<file path="src/hw/charger_irq_map.vh">
// Register map, field positions and detail codes for the charger status block
`ifndef CHARGER_IRQ_MAP_VH
`define CHARGER_IRQ_MAP_VH

// Register addresses
`define ADDR_IRQ_FLAGS 8'hB0
`define ADDR_IRQ_MASK 8'hB1
`define ADDR_SUMMARY_STATUS 8'hB2
`define ADDR_INPUT_BATTERY_DETAIL 8'hB3

// Reset values
`define RESET_IRQ_FLAGS 8'h00
`define RESET_IRQ_MASK 8'hFF
`define RESET_SUMMARY_STATUS 8'h00
`define RESET_INPUT_BATTERY_DETAIL 8'h00
`define READ_UNMAPPED 8'h00

// Shared bit positions of flags, mask and summary status
`define BIT_BYPASS 0
`define BIT_RESERVED 1
`define BIT_PRESENCE 2
`define BIT_CELL 3
`define BIT_CHARGE_ENGINE 4
`define BIT_WIRELESS_IN 5
`define BIT_WIRED_IN 6
`define BIT_ADAPTIVE_LIMIT 7

// Bits of the summary registers that can ever change
`define SOURCE_BITS 8'hFD

// Detection detail register layout
`define DETAIL_ABSENT_BIT 0
`define DETAIL_WIRELESS_LSB 3
`define DETAIL_WIRELESS_MSB 4
`define DETAIL_WIRED_LSB 5
`define DETAIL_WIRED_MSB 6

// Detail code widths
`define BYPASS_CODE_W 4
`define CELL_CODE_W 3
`define ENGINE_CODE_W 4
`define INPUT_CODE_W 2

// Detail code values
`define BYPASS_CODE_OK 4'h0
`define CELL_CODE_OK_HIGH 3'h3
`define CELL_CODE_OK_LOW 3'h4
`define ENGINE_CODE_PREQUAL 4'h0
`define ENGINE_CODE_FAST_CC 4'h1
`define ENGINE_CODE_FAST_CV 4'h2
`define ENGINE_CODE_TOP_OFF 4'h3
`define ENGINE_CODE_DONE 4'h5
`define ENGINE_CODE_OFF 4'h8
`define INPUT_BELOW_UVLO 2'h0
`define INPUT_LOW_HEADROOM 2'h1
`define INPUT_ABOVE_OVLO 2'h2
`define INPUT_VALID 2'h3

`endif

</file>
<file path="src/hw/charger_status_decode.v">
// Combinational decode of sub-block detail codes into summary and detail bytes
`timescale 1ns/1ps
`include "charger_irq_map.vh"

module charger_status_decode (
   input wire [`BYPASS_CODE_W-1:0] bypassDetailCode,
   input wire [`CELL_CODE_W-1:0] cellDetailCode,
   input wire [`ENGINE_CODE_W-1:0] chargeEngineDetailCode,
   input wire thermalRegulationActive,
   input wire [`INPUT_CODE_W-1:0] wirelessInDetailCode,
   input wire [`INPUT_CODE_W-1:0] wiredInDetailCode,
   input wire cellAbsentFlag,
   input wire adaptiveInputCurrentLimit,
   output reg [7:0] summary,
   output reg [7:0] detail
);

   reg engineCodeGood;

   always @* begin
      engineCodeGood = (chargeEngineDetailCode == `ENGINE_CODE_PREQUAL) ||
                       (chargeEngineDetailCode == `ENGINE_CODE_FAST_CC) ||
                       (chargeEngineDetailCode == `ENGINE_CODE_FAST_CV) ||
                       (chargeEngineDetailCode == `ENGINE_CODE_TOP_OFF) ||
                       (chargeEngineDetailCode == `ENGINE_CODE_DONE) ||
                       (chargeEngineDetailCode == `ENGINE_CODE_OFF);
      summary = `RESET_SUMMARY_STATUS;
      summary[`BIT_BYPASS] = (bypassDetailCode == `BYPASS_CODE_OK);
      summary[`BIT_PRESENCE] = ~cellAbsentFlag;
      summary[`BIT_CELL] = (cellDetailCode == `CELL_CODE_OK_HIGH) ||
                           (cellDetailCode == `CELL_CODE_OK_LOW);
      // Thermal fold-back overrides an otherwise good engine code
      summary[`BIT_CHARGE_ENGINE] = engineCodeGood & ~thermalRegulationActive;
      summary[`BIT_WIRELESS_IN] = (wirelessInDetailCode == `INPUT_VALID);
      summary[`BIT_WIRED_IN] = (wiredInDetailCode == `INPUT_VALID);
      summary[`BIT_ADAPTIVE_LIMIT] = ~adaptiveInputCurrentLimit;
      detail = `RESET_INPUT_BATTERY_DETAIL;
      detail[`DETAIL_ABSENT_BIT] = cellAbsentFlag;
      detail[`DETAIL_WIRELESS_MSB:`DETAIL_WIRELESS_LSB] = wirelessInDetailCode;
      detail[`DETAIL_WIRED_MSB:`DETAIL_WIRED_LSB] = wiredInDetailCode;
   end

endmodule // charger_status_decode

</file>
<file path="src/hw/charger_irq_status_regs.v">
// Charger interrupt mask, summary status, detail and flag registers with interrupt pin
`timescale 1ns/1ps
`include "charger_irq_map.vh"

module charger_irq_status_regs (
   input wire clk,
   input wire rstn,
   // Register port, fed by the serial interface engine
   input wire [7:0] regAddr,
   input wire regWriteEn,
   input wire [7:0] regWriteData,
   input wire regReadEn,
   output reg [7:0] regReadData,
   output reg regReadValid,
   // Sub-block conditions
   input wire [`BYPASS_CODE_W-1:0] bypassDetailCode,
   input wire [`CELL_CODE_W-1:0] cellDetailCode,
   input wire [`ENGINE_CODE_W-1:0] chargeEngineDetailCode,
   input wire thermalRegulationActive,
   input wire [`INPUT_CODE_W-1:0] wirelessInDetailCode,
   input wire [`INPUT_CODE_W-1:0] wiredInDetailCode,
   input wire cellAbsentFlag,
   input wire adaptiveInputCurrentLimit,
   // Interrupt indication and shared open-drain pin
   output reg chargerIrq,
   output wire irqPinOut,
   output wire irqPinOe,
   // Direct views for the surrounding logic
   output reg [7:0] chargerIrqFlags,
   output reg [7:0] chargerIrqMask
);

   wire [7:0] liveSummary;
   wire [7:0] liveDetail;
   reg [7:0] summaryStatus;
   reg [7:0] inputBatteryDetail;
   reg primed;
   wire [7:0] next_chargerIrqFlags;
   reg [7:0] next_chargerIrqMask;
   reg [7:0] next_regReadData;
   wire flagRead;
   wire maskWrite;
   wire [7:0] changed;
   wire [7:0] pendingUnmasked;

   charger_status_decode decoder (
      .bypassDetailCode(bypassDetailCode),
      .cellDetailCode(cellDetailCode),
      .chargeEngineDetailCode(chargeEngineDetailCode),
      .thermalRegulationActive(thermalRegulationActive),
      .wirelessInDetailCode(wirelessInDetailCode),
      .wiredInDetailCode(wiredInDetailCode),
      .cellAbsentFlag(cellAbsentFlag),
      .adaptiveInputCurrentLimit(adaptiveInputCurrentLimit),
      .summary(liveSummary),
      .detail(liveDetail)
   );

   assign flagRead = regReadEn && (regAddr == `ADDR_IRQ_FLAGS);
   assign maskWrite = regWriteEn && (regAddr == `ADDR_IRQ_MASK);

   // Status and detail copies are refreshed every cycle; the port never writes them
   always @(posedge clk) begin
      if (!rstn) begin
         summaryStatus <= `RESET_SUMMARY_STATUS;
         inputBatteryDetail <= `RESET_INPUT_BATTERY_DETAIL;
         primed <= 1'b0;
      end else begin
         summaryStatus <= liveSummary;
         inputBatteryDetail <= liveDetail;
         primed <= 1'b1;
      end
   end

   // First load after reset is a baseline, not a change, so no spurious flags at power-up
   assign changed = primed ? ((liveSummary ^ summaryStatus) & `SOURCE_BITS) : 8'h00;

   // Mask: software steers every source bit, reserved bit stays at its reset one
   always @* begin
      next_chargerIrqMask = chargerIrqMask;
      if (maskWrite) begin
         next_chargerIrqMask = (regWriteData & `SOURCE_BITS) |
                               (`RESET_IRQ_MASK & ~`SOURCE_BITS);
      end
   end

   always @(posedge clk) begin
      if (!rstn) begin
         chargerIrqMask <= `RESET_IRQ_MASK;
      end else begin
         chargerIrqMask <= next_chargerIrqMask;
      end
   end

   // Per-bit flags: a change in the same cycle as the clearing read survives
   genvar i;
   generate
      for (i = 0; i < 8; i = i + 1) begin : flagBit
         assign next_chargerIrqFlags[i] = changed[i] |
                                          (chargerIrqFlags[i] & ~flagRead);
      end
   endgenerate

   // One register for the whole flag byte keeps a single driver per signal
   always @(posedge clk) begin
      if (!rstn) begin
         chargerIrqFlags <= `RESET_IRQ_FLAGS;
      end else begin
         chargerIrqFlags <= next_chargerIrqFlags;
      end
   end

   // Masking only gates chargerIrq and the pin; the flag itself is still kept
   assign pendingUnmasked = next_chargerIrqFlags & ~next_chargerIrqMask;

   always @(posedge clk) begin
      if (!rstn) begin
         chargerIrq <= 1'b0;
      end else begin
         chargerIrq <= |pendingUnmasked;
      end
   end

   // Open-drain pin pulls low while an unmasked flag is pending
   assign irqPinOut = 1'b0;
   assign irqPinOe = chargerIrq;

   // Read data: the flag value returned is the one before the clearing read
   always @* begin
      if (regAddr == `ADDR_IRQ_FLAGS) begin
         next_regReadData = chargerIrqFlags;
      end else if (regAddr == `ADDR_IRQ_MASK) begin
         next_regReadData = chargerIrqMask;
      end else if (regAddr == `ADDR_SUMMARY_STATUS) begin
         next_regReadData = summaryStatus;
      end else if (regAddr == `ADDR_INPUT_BATTERY_DETAIL) begin
         next_regReadData = inputBatteryDetail;
      end else begin
         next_regReadData = `READ_UNMAPPED;
      end
   end

   always @(posedge clk) begin
      if (!rstn) begin
         regReadData <= `READ_UNMAPPED;
         regReadValid <= 1'b0;
      end else begin
         regReadValid <= regReadEn;
         if (regReadEn) begin
            regReadData <= next_regReadData;
         end
      end
   end

endmodule // charger_irq_status_regs

</file>
<file path="config.mk">
export PLATFORM = sky130hd
export DESIGN_NAME = charger_irq_status_regs
export DESIGN_NICKNAME = d
export VERILOG_FILES = /design/src/hw/charger_status_decode.v /design/src/hw/charger_irq_status_regs.v
export VERILOG_INCLUDE_DIRS = /design/src /design/src/hw
export SDC_FILE = /design/constraint.sdc
export NUM_CORES = 1
export LEC_CHECK = 0
export ABC_AREA = 1
export BUFFER_PORTS_ARGS = -buffer_cell sky130_fd_sc_hd__buf_2
export CORE_ASPECT_RATIO = 0.75
export CORE_UTILIZATION = 30
export DETAILED_ROUTE_END_ITERATION = 16
export MAX_ROUTING_LAYER = met4
export SLEW_MARGIN = 20
export SYNTH_ARGS = -nofsm -noshare
export SYNTH_HDL_FRONTEND = slang
export SYNTH_HIERARCHICAL = 1
export SYNTH_SLANG_ARGS = --single-unit
</file>
<file path="constraint.sdc">
create_clock -name clk -period 2.07 [get_ports clk]
set_input_delay 0.1035 -clock clk [delete_from_list [all_inputs] [get_ports clk]]
set_output_delay 0.1035 -clock clk [all_outputs]
set_load 0.02 [all_outputs]
</file>
### Yosys cells after proc, flatten, opt, wreduce, memory -nomap -nowiden

Cells that the tools add are included.
Widths: inputs -> output; s select.

* bitwise gates (word level): 24
* reduce and logical (&&, ||, !) cells: 11
* equal/unequal tests: 13
* mux-type cells: 7

Operators by type and width (count)
* $mux 8: 6
* $eq 8x8->1 const B: 4
* $and 1x1->1: 9
* $and 8x8->8: 1
* $eq 4x2->1 const B: 2
* $logic_not 4->1: 2
* $not 8->8: 1
* $or 1x1->1: 8
* $reduce_or 8->1: 1
* $xor 8x8->8: 1
* $logic_or 1x1->1: 6
* $eq 2x2->1 const B: 2
* $eq 4x1->1 const B: 1
* $eq 4x3->1 const B: 1
* $eq 4x4->1 const B: 1
* $not 1->1: 4
* $eq 3x2->1 const B: 1
* $eq 3x3->1 const B: 1
* $logic_and 1x1->1: 2
* $mux 1: 1

* bits of input ports: 38
* bits in registers: 43
* logic and storage cells: 65

### Logic depth before layout (Yosys ltp)

Gate-level depths: netlist (run 1).

* depth in word-level cells: 12
* mapped depth: 12
* gate-level depth less buffers: 12

### By module

The synthesis (run 1) kept the hierarchy.

By module, submodules not included
* charger_irq_status_regs: cells each 275, area each 1961.9 um^2, times used 1, seq. area each 860.8 um^2
* charger_status_decode: cells each 29, area each 151.4 um^2, times used 1, seq. area each 0.0 um^2

### Least setup slack after synthesis (run 1)

Ideal clock, no wire load.

* path kind: input port to flip-flop
* start point: input regAddr[2]
* end point: register chargerIrq
* required time: 1.952 ns
* path slack: 0.963 ns
* arrival: 0.988 ns
* cell stages on the path: 10
* cell sequence: inv_1 > nand2_4 > nor2_1 > nand3_2 > nand2_1 > nand2_1 > nand2_1 > nand2_1 > nor2_1 > a21oi_1

* cells in the longest elaborated chain, start to end: 7
* elaborated cells between the ends (all ways): 25
* those cells by class: 2 x eq/ne; 1 x mux; 19 x bitwise; 3 x reduce/logical

RTL lines
* from (decl): line charger_irq_status_regs.v:9 `input wire [7:0] regAddr,`
* $eq 8x8->1 (no source line)
* $logic_and 1x1->1: line charger_irq_status_regs.v:59 `` assign flagRead = regReadEn && (regAddr == `ADDR_IRQ_FLAGS); ``
* $not 1->1: line charger_irq_status_regs.v:100 `(chargerIrqFlags[i] & ~flagRead);`
* $and 1x1->1: line charger_irq_status_regs.v:100
* $or 1x1->1: line charger_irq_status_regs.v:99 `assign next_chargerIrqFlags[i] = changed[i] |`
* $and 8x8->8 (*): line charger_irq_status_regs.v:114 `assign pendingUnmasked = next_chargerIrqFlags & ~next_chargerIrqMask;`
* $reduce_or 8->1 (*): line charger_irq_status_regs.v:120 `chargerIrq <= |pendingUnmasked;`
* to (signal assigned): line charger_irq_status_regs.v:120
* to (decl): line charger_irq_status_regs.v:25 `output reg chargerIrq,`

Mark *: on every way between the ends. The rest lies on a longest branch, timed or not.
A chain may end at the register's enable or synchronous reset.

### Worst setup path in the final report (run 1)

* start point: input wiredInDetailCode[0]
* end point: register chargerIrq

* cells in the longest elaborated chain, start to end: 6

RTL lines
* from (decl): line charger_irq_status_regs.v:21 `` input wire [`INPUT_CODE_W-1:0] wiredInDetailCode, ``
* $eq 2x2->1 (no source line)
* via liveSummary[6]: line charger_irq_status_regs.v:33 `wire [7:0] liveSummary;`
* $xor 8x8->8: line charger_irq_status_regs.v:76 `` assign changed = primed ? ((liveSummary ^ summaryStatus) & `SOURCE_BITS) : 8'h00; ``
* $mux 8: line charger_irq_status_regs.v:76
* $or 1x1->1: line charger_irq_status_regs.v:99
* $and 8x8->8: line charger_irq_status_regs.v:114
* $reduce_or 8->1: line charger_irq_status_regs.v:120

The timed path passes the listed nets, and every way through them passes these cells.

==> run metrics, run 1 <==
Design Area, Final 0.00254 mm^2; Pint about 0.0012 W; main combinational cell family by area after synthesis simple AND/OR/NAND/NOR gates; maximum clock frequency around 710 MHz; initial DRC count 70; Synth cell types 26; Chip Height 74.7 um; FP Rows 26; largest net degree at the start of global routing 27; top-count cell post-synth nand2_1; ANT cells 0; gr usage total 15.1%; area leader, netlist dfxtp_1; final hold violation count 0; CTS tree done; CTS Buffer Depth 2; Synth async-reset ratio 0%; Setup Total Neg Slack 0 ps; Final nets 398; CTS H-tree lvls 2; clock tree sinks between 40 and 50; Gate Count Post-Synth a little over 300; count of input and output buffers 63; critical-path maximum fanout 3; LEAKAGE 1.47 nW; layout cells sized above 1 roughly a quarter; Post-Syn Area about 0.0021 mm^2; total gr overflow 0; Post-Synth Adder-Cell Area 0%; post-DR wirelength/cell 11.2 um; Sw Share 24.4%; simple-gate share of the synthesized area between 30% and 40%; Psw slightly below 0.0004 W; Logic pwr share 11.1%; r2r setup slk 820 ps; Seq pwr share 53.5%; first-pass GRT wire length ~8.2 mm; Post-synth top flop dfxtp_1; Peak VDD IR around 0.29 mV; mux share of post-synthesis cell area 0%; RSZ-0062 raised after global routing false; Via density between 4 and 5; Clk pwr share 35.4%; die width 98.9 um; 1st-pass router iterations 4; Final GP Congestion 0.811; CP Data Required Time ~2200 ps; top cell type's share of synthesized area about two fifths; Synth area leaders dfxtp_1 (41%), nand2_1 (16%), inv_1 (9.1%); Final Critical Period about 1400 ps; Hold Path Class in2reg; area added between synthesis and finish 20.2%; most frequent cells after synthesis nand2_1 (89), inv_1 (51), dfxtp_1 (43), o21ai_0 (23), nand3_1 (17); CP startpoint kind input pin; via count 1908; critical path class in2reg; post-synthesis xor/xnor area fraction 0%; Worst-path clk slew about 80 ps; fin. max-slew vios 0; core area roughly 0.0068 mm^2; die area 0.00739 mm^2; Final setup viols 0; Synth Area in Compound Gates a little over an eighth; Post-Route WL between 4 and 5 mm; Max-cap violations 0; CTS buffer count 5; Post-DRT Antenna Nets 0; Worst-Margin Slew roughly 500 ps; Max-Slew Margin vs Limit 66.5%; initial antenna violation count 0; status finished, final reports clean; Final Util 37.4%; period utilization between 60% and 70%; Syn. warnings 6; Post CTS Setup Buffer Count 0; CP arrival approximately 1600 ps; Post-synth EDFFs 0; power per cell area approximately 640 mW/mm^2; crit end category register; cell area after placement 0.00243 mm^2; Starting Density between 30 and 40%; synthesized area per cell a little under 7 um^2; number of global-route vias before repair ~1700; Top Ports 66; worst-skew pair later-pin latency between 200 and 300 ps; CTS root buffer clkbuf_8; clk_skew between 7 and 8 ps; DR DRC count 0; overall power between 0.0015 and 0.002 W; register area share after synthesis 40.7%; DP Wirelength roughly 4 mm; Yosys reg bits 43
## registers in the layout, summed over array words and instances (netlist names)
signal and cells:
chargerIrqFlags 8, chargerIrqMask 8, inputBatteryDetail 8, regReadData 8
summaryStatus 8, chargerIrq 1, primed 1, regReadValid 1
## layout make-up
| type | count | area [um^2] |
|---|---|---|
| clock buffer | 8 | 100 |
| fill | 756 | 4260 |
| timing repair buffer | 65 | 333 |
| multi-input combinational | 193 | 946 |
| inverter | 52 | 195 |
| sequential | 43 | 861 |
| tap | 84 | 105 |
## kinds of logic after synthesis
family | count (synthesis)
and+or+nand+nor | 137
buffers and inverters | 71
AOI/OAI and AO/OA | 51
DFF | 43
other | 2
## stage by stage
stage / worst slack, ps / std cells / hold WS, ps
3_3_place_gp: 522 / 436 / 306
3_5_place_dp: 487 / 436 / 303
6_report: 664 / 445 / 12.4
5_1_grt: 550 / 445 / 15.0
4_1_cts: 670 / 445 / 5.69
2_1_floorplan: 963 / 307 / 131
## routing by layer
metal / global-route usage [%] / part of all wire (%) / up-vias
met2: 22.0 / 43 / 44
met4: 4.48 / 0.90 / 0
li1: - / - / 1034
met3: 3.62 / 5.6 / 4
met1: 20.7 / 50 / 826
met5: - / 0 / -
## power groups by stage
stage	combinational (W)	clock (W)	sequential [W]
finish	0.000180	0.000576	0.000870
CTS	0.000181	0.000597	0.000871
global placement	0.000176	0	0.000889
detailed placement	0.000179	0	0.000890
floorplan	0.000113	0	0.000899
global route	0.000203	0.000632	0.000874
## cell usage in the layout, fill, tap and decap left out, types with 2 or more instances in the layout
cell / synthesis / layout
or2_2: 7 / 7
nand2_2: 2 / 2
nand2_1: 89 / 89
nand4_1: 7 / 7
a21oi_1: 16 / 16
inv_1: 51 / 51
o21ai_0: 23 / 23
conb_1: 2 / 5
buf_2: 2 / 63
nor2_1: 8 / 8
o21ai_1: 2 / 2
o21bai_1: 8 / 8
clkbuf_8: 0 / 7
nand3_1: 17 / 17
dfxtp_1: 43 / 43
nor2_8: 2 / 2
## what timing repair did
action,CTS,global route
gates resized for setup,0,0
hold buffers,1,0
hold endpoints to repair,1,0
## worst paths after layout
kind	start	cells after the start	to
worst max-delay path	wiredInDetailCode[0]	11	chargerIrq$_SDFF_PN0_
worst min register to register	regReadData[0]$_SDFFE_PN0P_	2	regReadData[0]$_SDFFE_PN0P_
worst min-delay path	wiredInDetailCode[1]	3	inputBatteryDetail[6]$_SDFF_PN0_
worst max register to register	summaryStatus[0]$_SDFF_PN0_	7	chargerIrq$_SDFF_PN0_
## worst max-delay path, stage by stage
cell and delay [ps]:
dlygate4sd3_1 520, buf_2 120, nand2_1 60, inv_1 50, or2_2 260, nand3_1 90
nand2_1 60, nand2_1 60, nand2_1 40, nor2_1 110, a21oi_1 90
Note: power is estimated with default switching activity, not from simulation.
==> inputs of run 2 (changes only) <==
==> constraint.sdc (replaced) <==
create_clock -name clk -period 1.2 [get_ports clk]
set_input_delay 0.06 -clock clk [delete_from_list [all_inputs] [get_ports clk]]
set_output_delay 0.06 -clock clk [all_outputs]
set_load 0.02 [all_outputs]
==> run 2 against run 1 <==
Power is 82% higher; via count is 8.2% higher; clock skew is 0.60 ps higher; clock power is 86% higher; combinational power is 110% higher; worst hold slack worse by 5.4 ps; critical path depth is 4 lower; register-to-register slack worse by 750 ps; die area stayed put.
==> run metrics, run 2 (synthesized netlist as in run 1, its figures left out) <==
status finished, final reports clean; Final Util 41.4%; clock tree sinks between 40 and 50; Hold Path Class in2reg; initial DRC count 70; number of global-route vias before repair approximately 2000; post-DR wirelength/cell about 12 um; CTS H-tree lvls 2; Finished Layout Cells approximately 470; total gr overflow 0; layout cells sized above 1 31.5%; critical-path cell list or2_2 > nand3_2 > nand2_1 > nand2_1 > nand2_1 > nor2_1 > a21oi_1; power per cell area between 1000 and 1500 mW/mm^2; Setup Total Neg Slack 0 ps; via count 2065; Cells after DPL about 460; worst-skew pair later-pin latency about 290 ps; crit end category register; gr usage total between 15 and 20%; CTS root buffer clkbuf_8; Max-cap violations 0; worst r2r src summaryStatus[2]$_SDFF_PN0_; Worst Hold Depth 3; critical-path maximum fanout 3; Post-Route WL between 5 and 6 mm; CTS tree done; CP Data Required Time approximately 1400 ps; largest net degree at the start of global routing 27; clk_skew 7.64 ps; Final Critical Period 1130 ps; critical path class reg2reg; crit path buf inv count 0; die width 98.9 um; final hold violation count 0; WHS ~7.1 ps; initial antenna violation count 0; 1st-pass router iterations 4; Top Ports 66; Via density around 4.4; Final GP Congestion slightly above 0.8; layout filler cell count 725; ANT cells 0; Worst-path clk slew 80 ps; CP startpoint kind register; Crit path largest cell delay about 330 ps; DP Wirelength just over 4 mm; Hold EP chargerIrqMask[6]$_SDFF_PN1_; area added between synthesis and finish 33.2%; Starting Density a little under a third; LEAKAGE 1.62 nW; commonest non-fill, non-tap cell in the layout nand2_1; period utilization a little over nine tenths; CTS buffer count 5; DR DRC count 0; fin. max-slew vios 0; FP Rows 26; Final setup viols 0; slowest CP cell dfxtp_1; r2r setup slk 70 ps; R2R cell count 7; die area between 0.007 and 0.008 mm^2; commonest non-fill, non-tap cells in the layout nand2_1 (89), buf_2 (63), inv_1 (51), dfxtp_1 (37); core area between 0.006 and 0.007 mm^2; Peak VDD IR ~0.56 mV; maximum clock frequency around 880 MHz; CTS Buffer Depth 2; Chip Height 74.7 um; count of input and output buffers between 60 and 70; Post-DRT Antenna Nets 0; first-pass GRT wire length 8.80 mm; CP dominant cell by count nand2_1; r2r endpoint chargerIrq$_SDFF_PN0_; Top delay family on crit path simple AND/OR/NAND/NOR gates; CP arrival 1310 ps; Final nets 425; hold path startpoint regWriteData[6]
[run 2: worst max-delay path by stage]
stage / from / end / slack (ps) / cells past startpoint
global placement: regAddr[2] / chargerIrq$_SDFF_PN0_ / -120 / 11
floorplan: regAddr[2] / chargerIrq$_SDFF_PN0_ / 140 / 10
CTS: summaryStatus[2]$_SDFF_PN0_ / chargerIrq$_SDFF_PN0_ / 10 / 7
global route: regAddr[3] / chargerIrq$_SDFF_PN0_ / -0.4 / 11
finish: summaryStatus[2]$_SDFF_PN0_ / chargerIrq$_SDFF_PN0_ / 70 / 7
detailed placement: regAddr[2] / chargerIrq$_SDFF_PN0_ / -170 / 11
[run 2: through the flow]
step                      power [W]  area [um^2]  setup WS (ps)
after detailed placement    0.00188         2590           -173
final                       0.00296         2820           65.7
after global routing        0.00311         2820         -0.358
after global placement      0.00187         2590           -121
after CTS                   0.00296         2740           14.5
after floorplan             0.00175         2120            137
[run 2: worst min-delay path, stage by stage]
cell and delay [ps]:
buf_2 90, o21ai_2 60, nand2_1 50
[run 2: cell type report]
cell class | instances | area, um^2 | share of cell area, %
Multi-Input combinational cell | 194 | 1010 | 35.7
Sequential cell | 43 | 868 | 30.8
Timing Repair Buffer | 91 | 538 | 19.1
Inverter | 52 | 195 | 6.93
Tap cell | 84 | 105 | 3.73
Clock buffer | 6 | 72.6 | 2.58
Clock inverter | 1 | 30.0 | 1.07
[run 2: routing by layer]
| metal | global-route usage [%] | up-vias | wire, um |
|---|---|---|---|
| li1 | - | 1096 | - |
| met1 | 19.4 | 914 | 2680 |
| met2 | 27.0 | 49 | 2470 |
| met3 | 3.25 | 6 | 228 |
| met4 | 4.15 | 0 | 60 |
| met5 | - | - | 0 |
[run 2: where the power goes]
group | leakage [nW] | internal, W | switching (W)
registers | 0.354 | 0.00147 | 0.0000333
clock network | 0.0513 | 0.000610 | 0.000463
logic | 1.22 | 0.000173 | 0.000204
total | 1.62 | 0.00226 | 0.000701
[run 2: what timing repair did]
action / in CTS / in global routing
setup buffers: 0 / 1
endpoints found under the setup margin: 0 / 1
hold buffers: 5 / 0
resized for setup: 0 / 20
endpoints found under the hold margin: 5 / 0
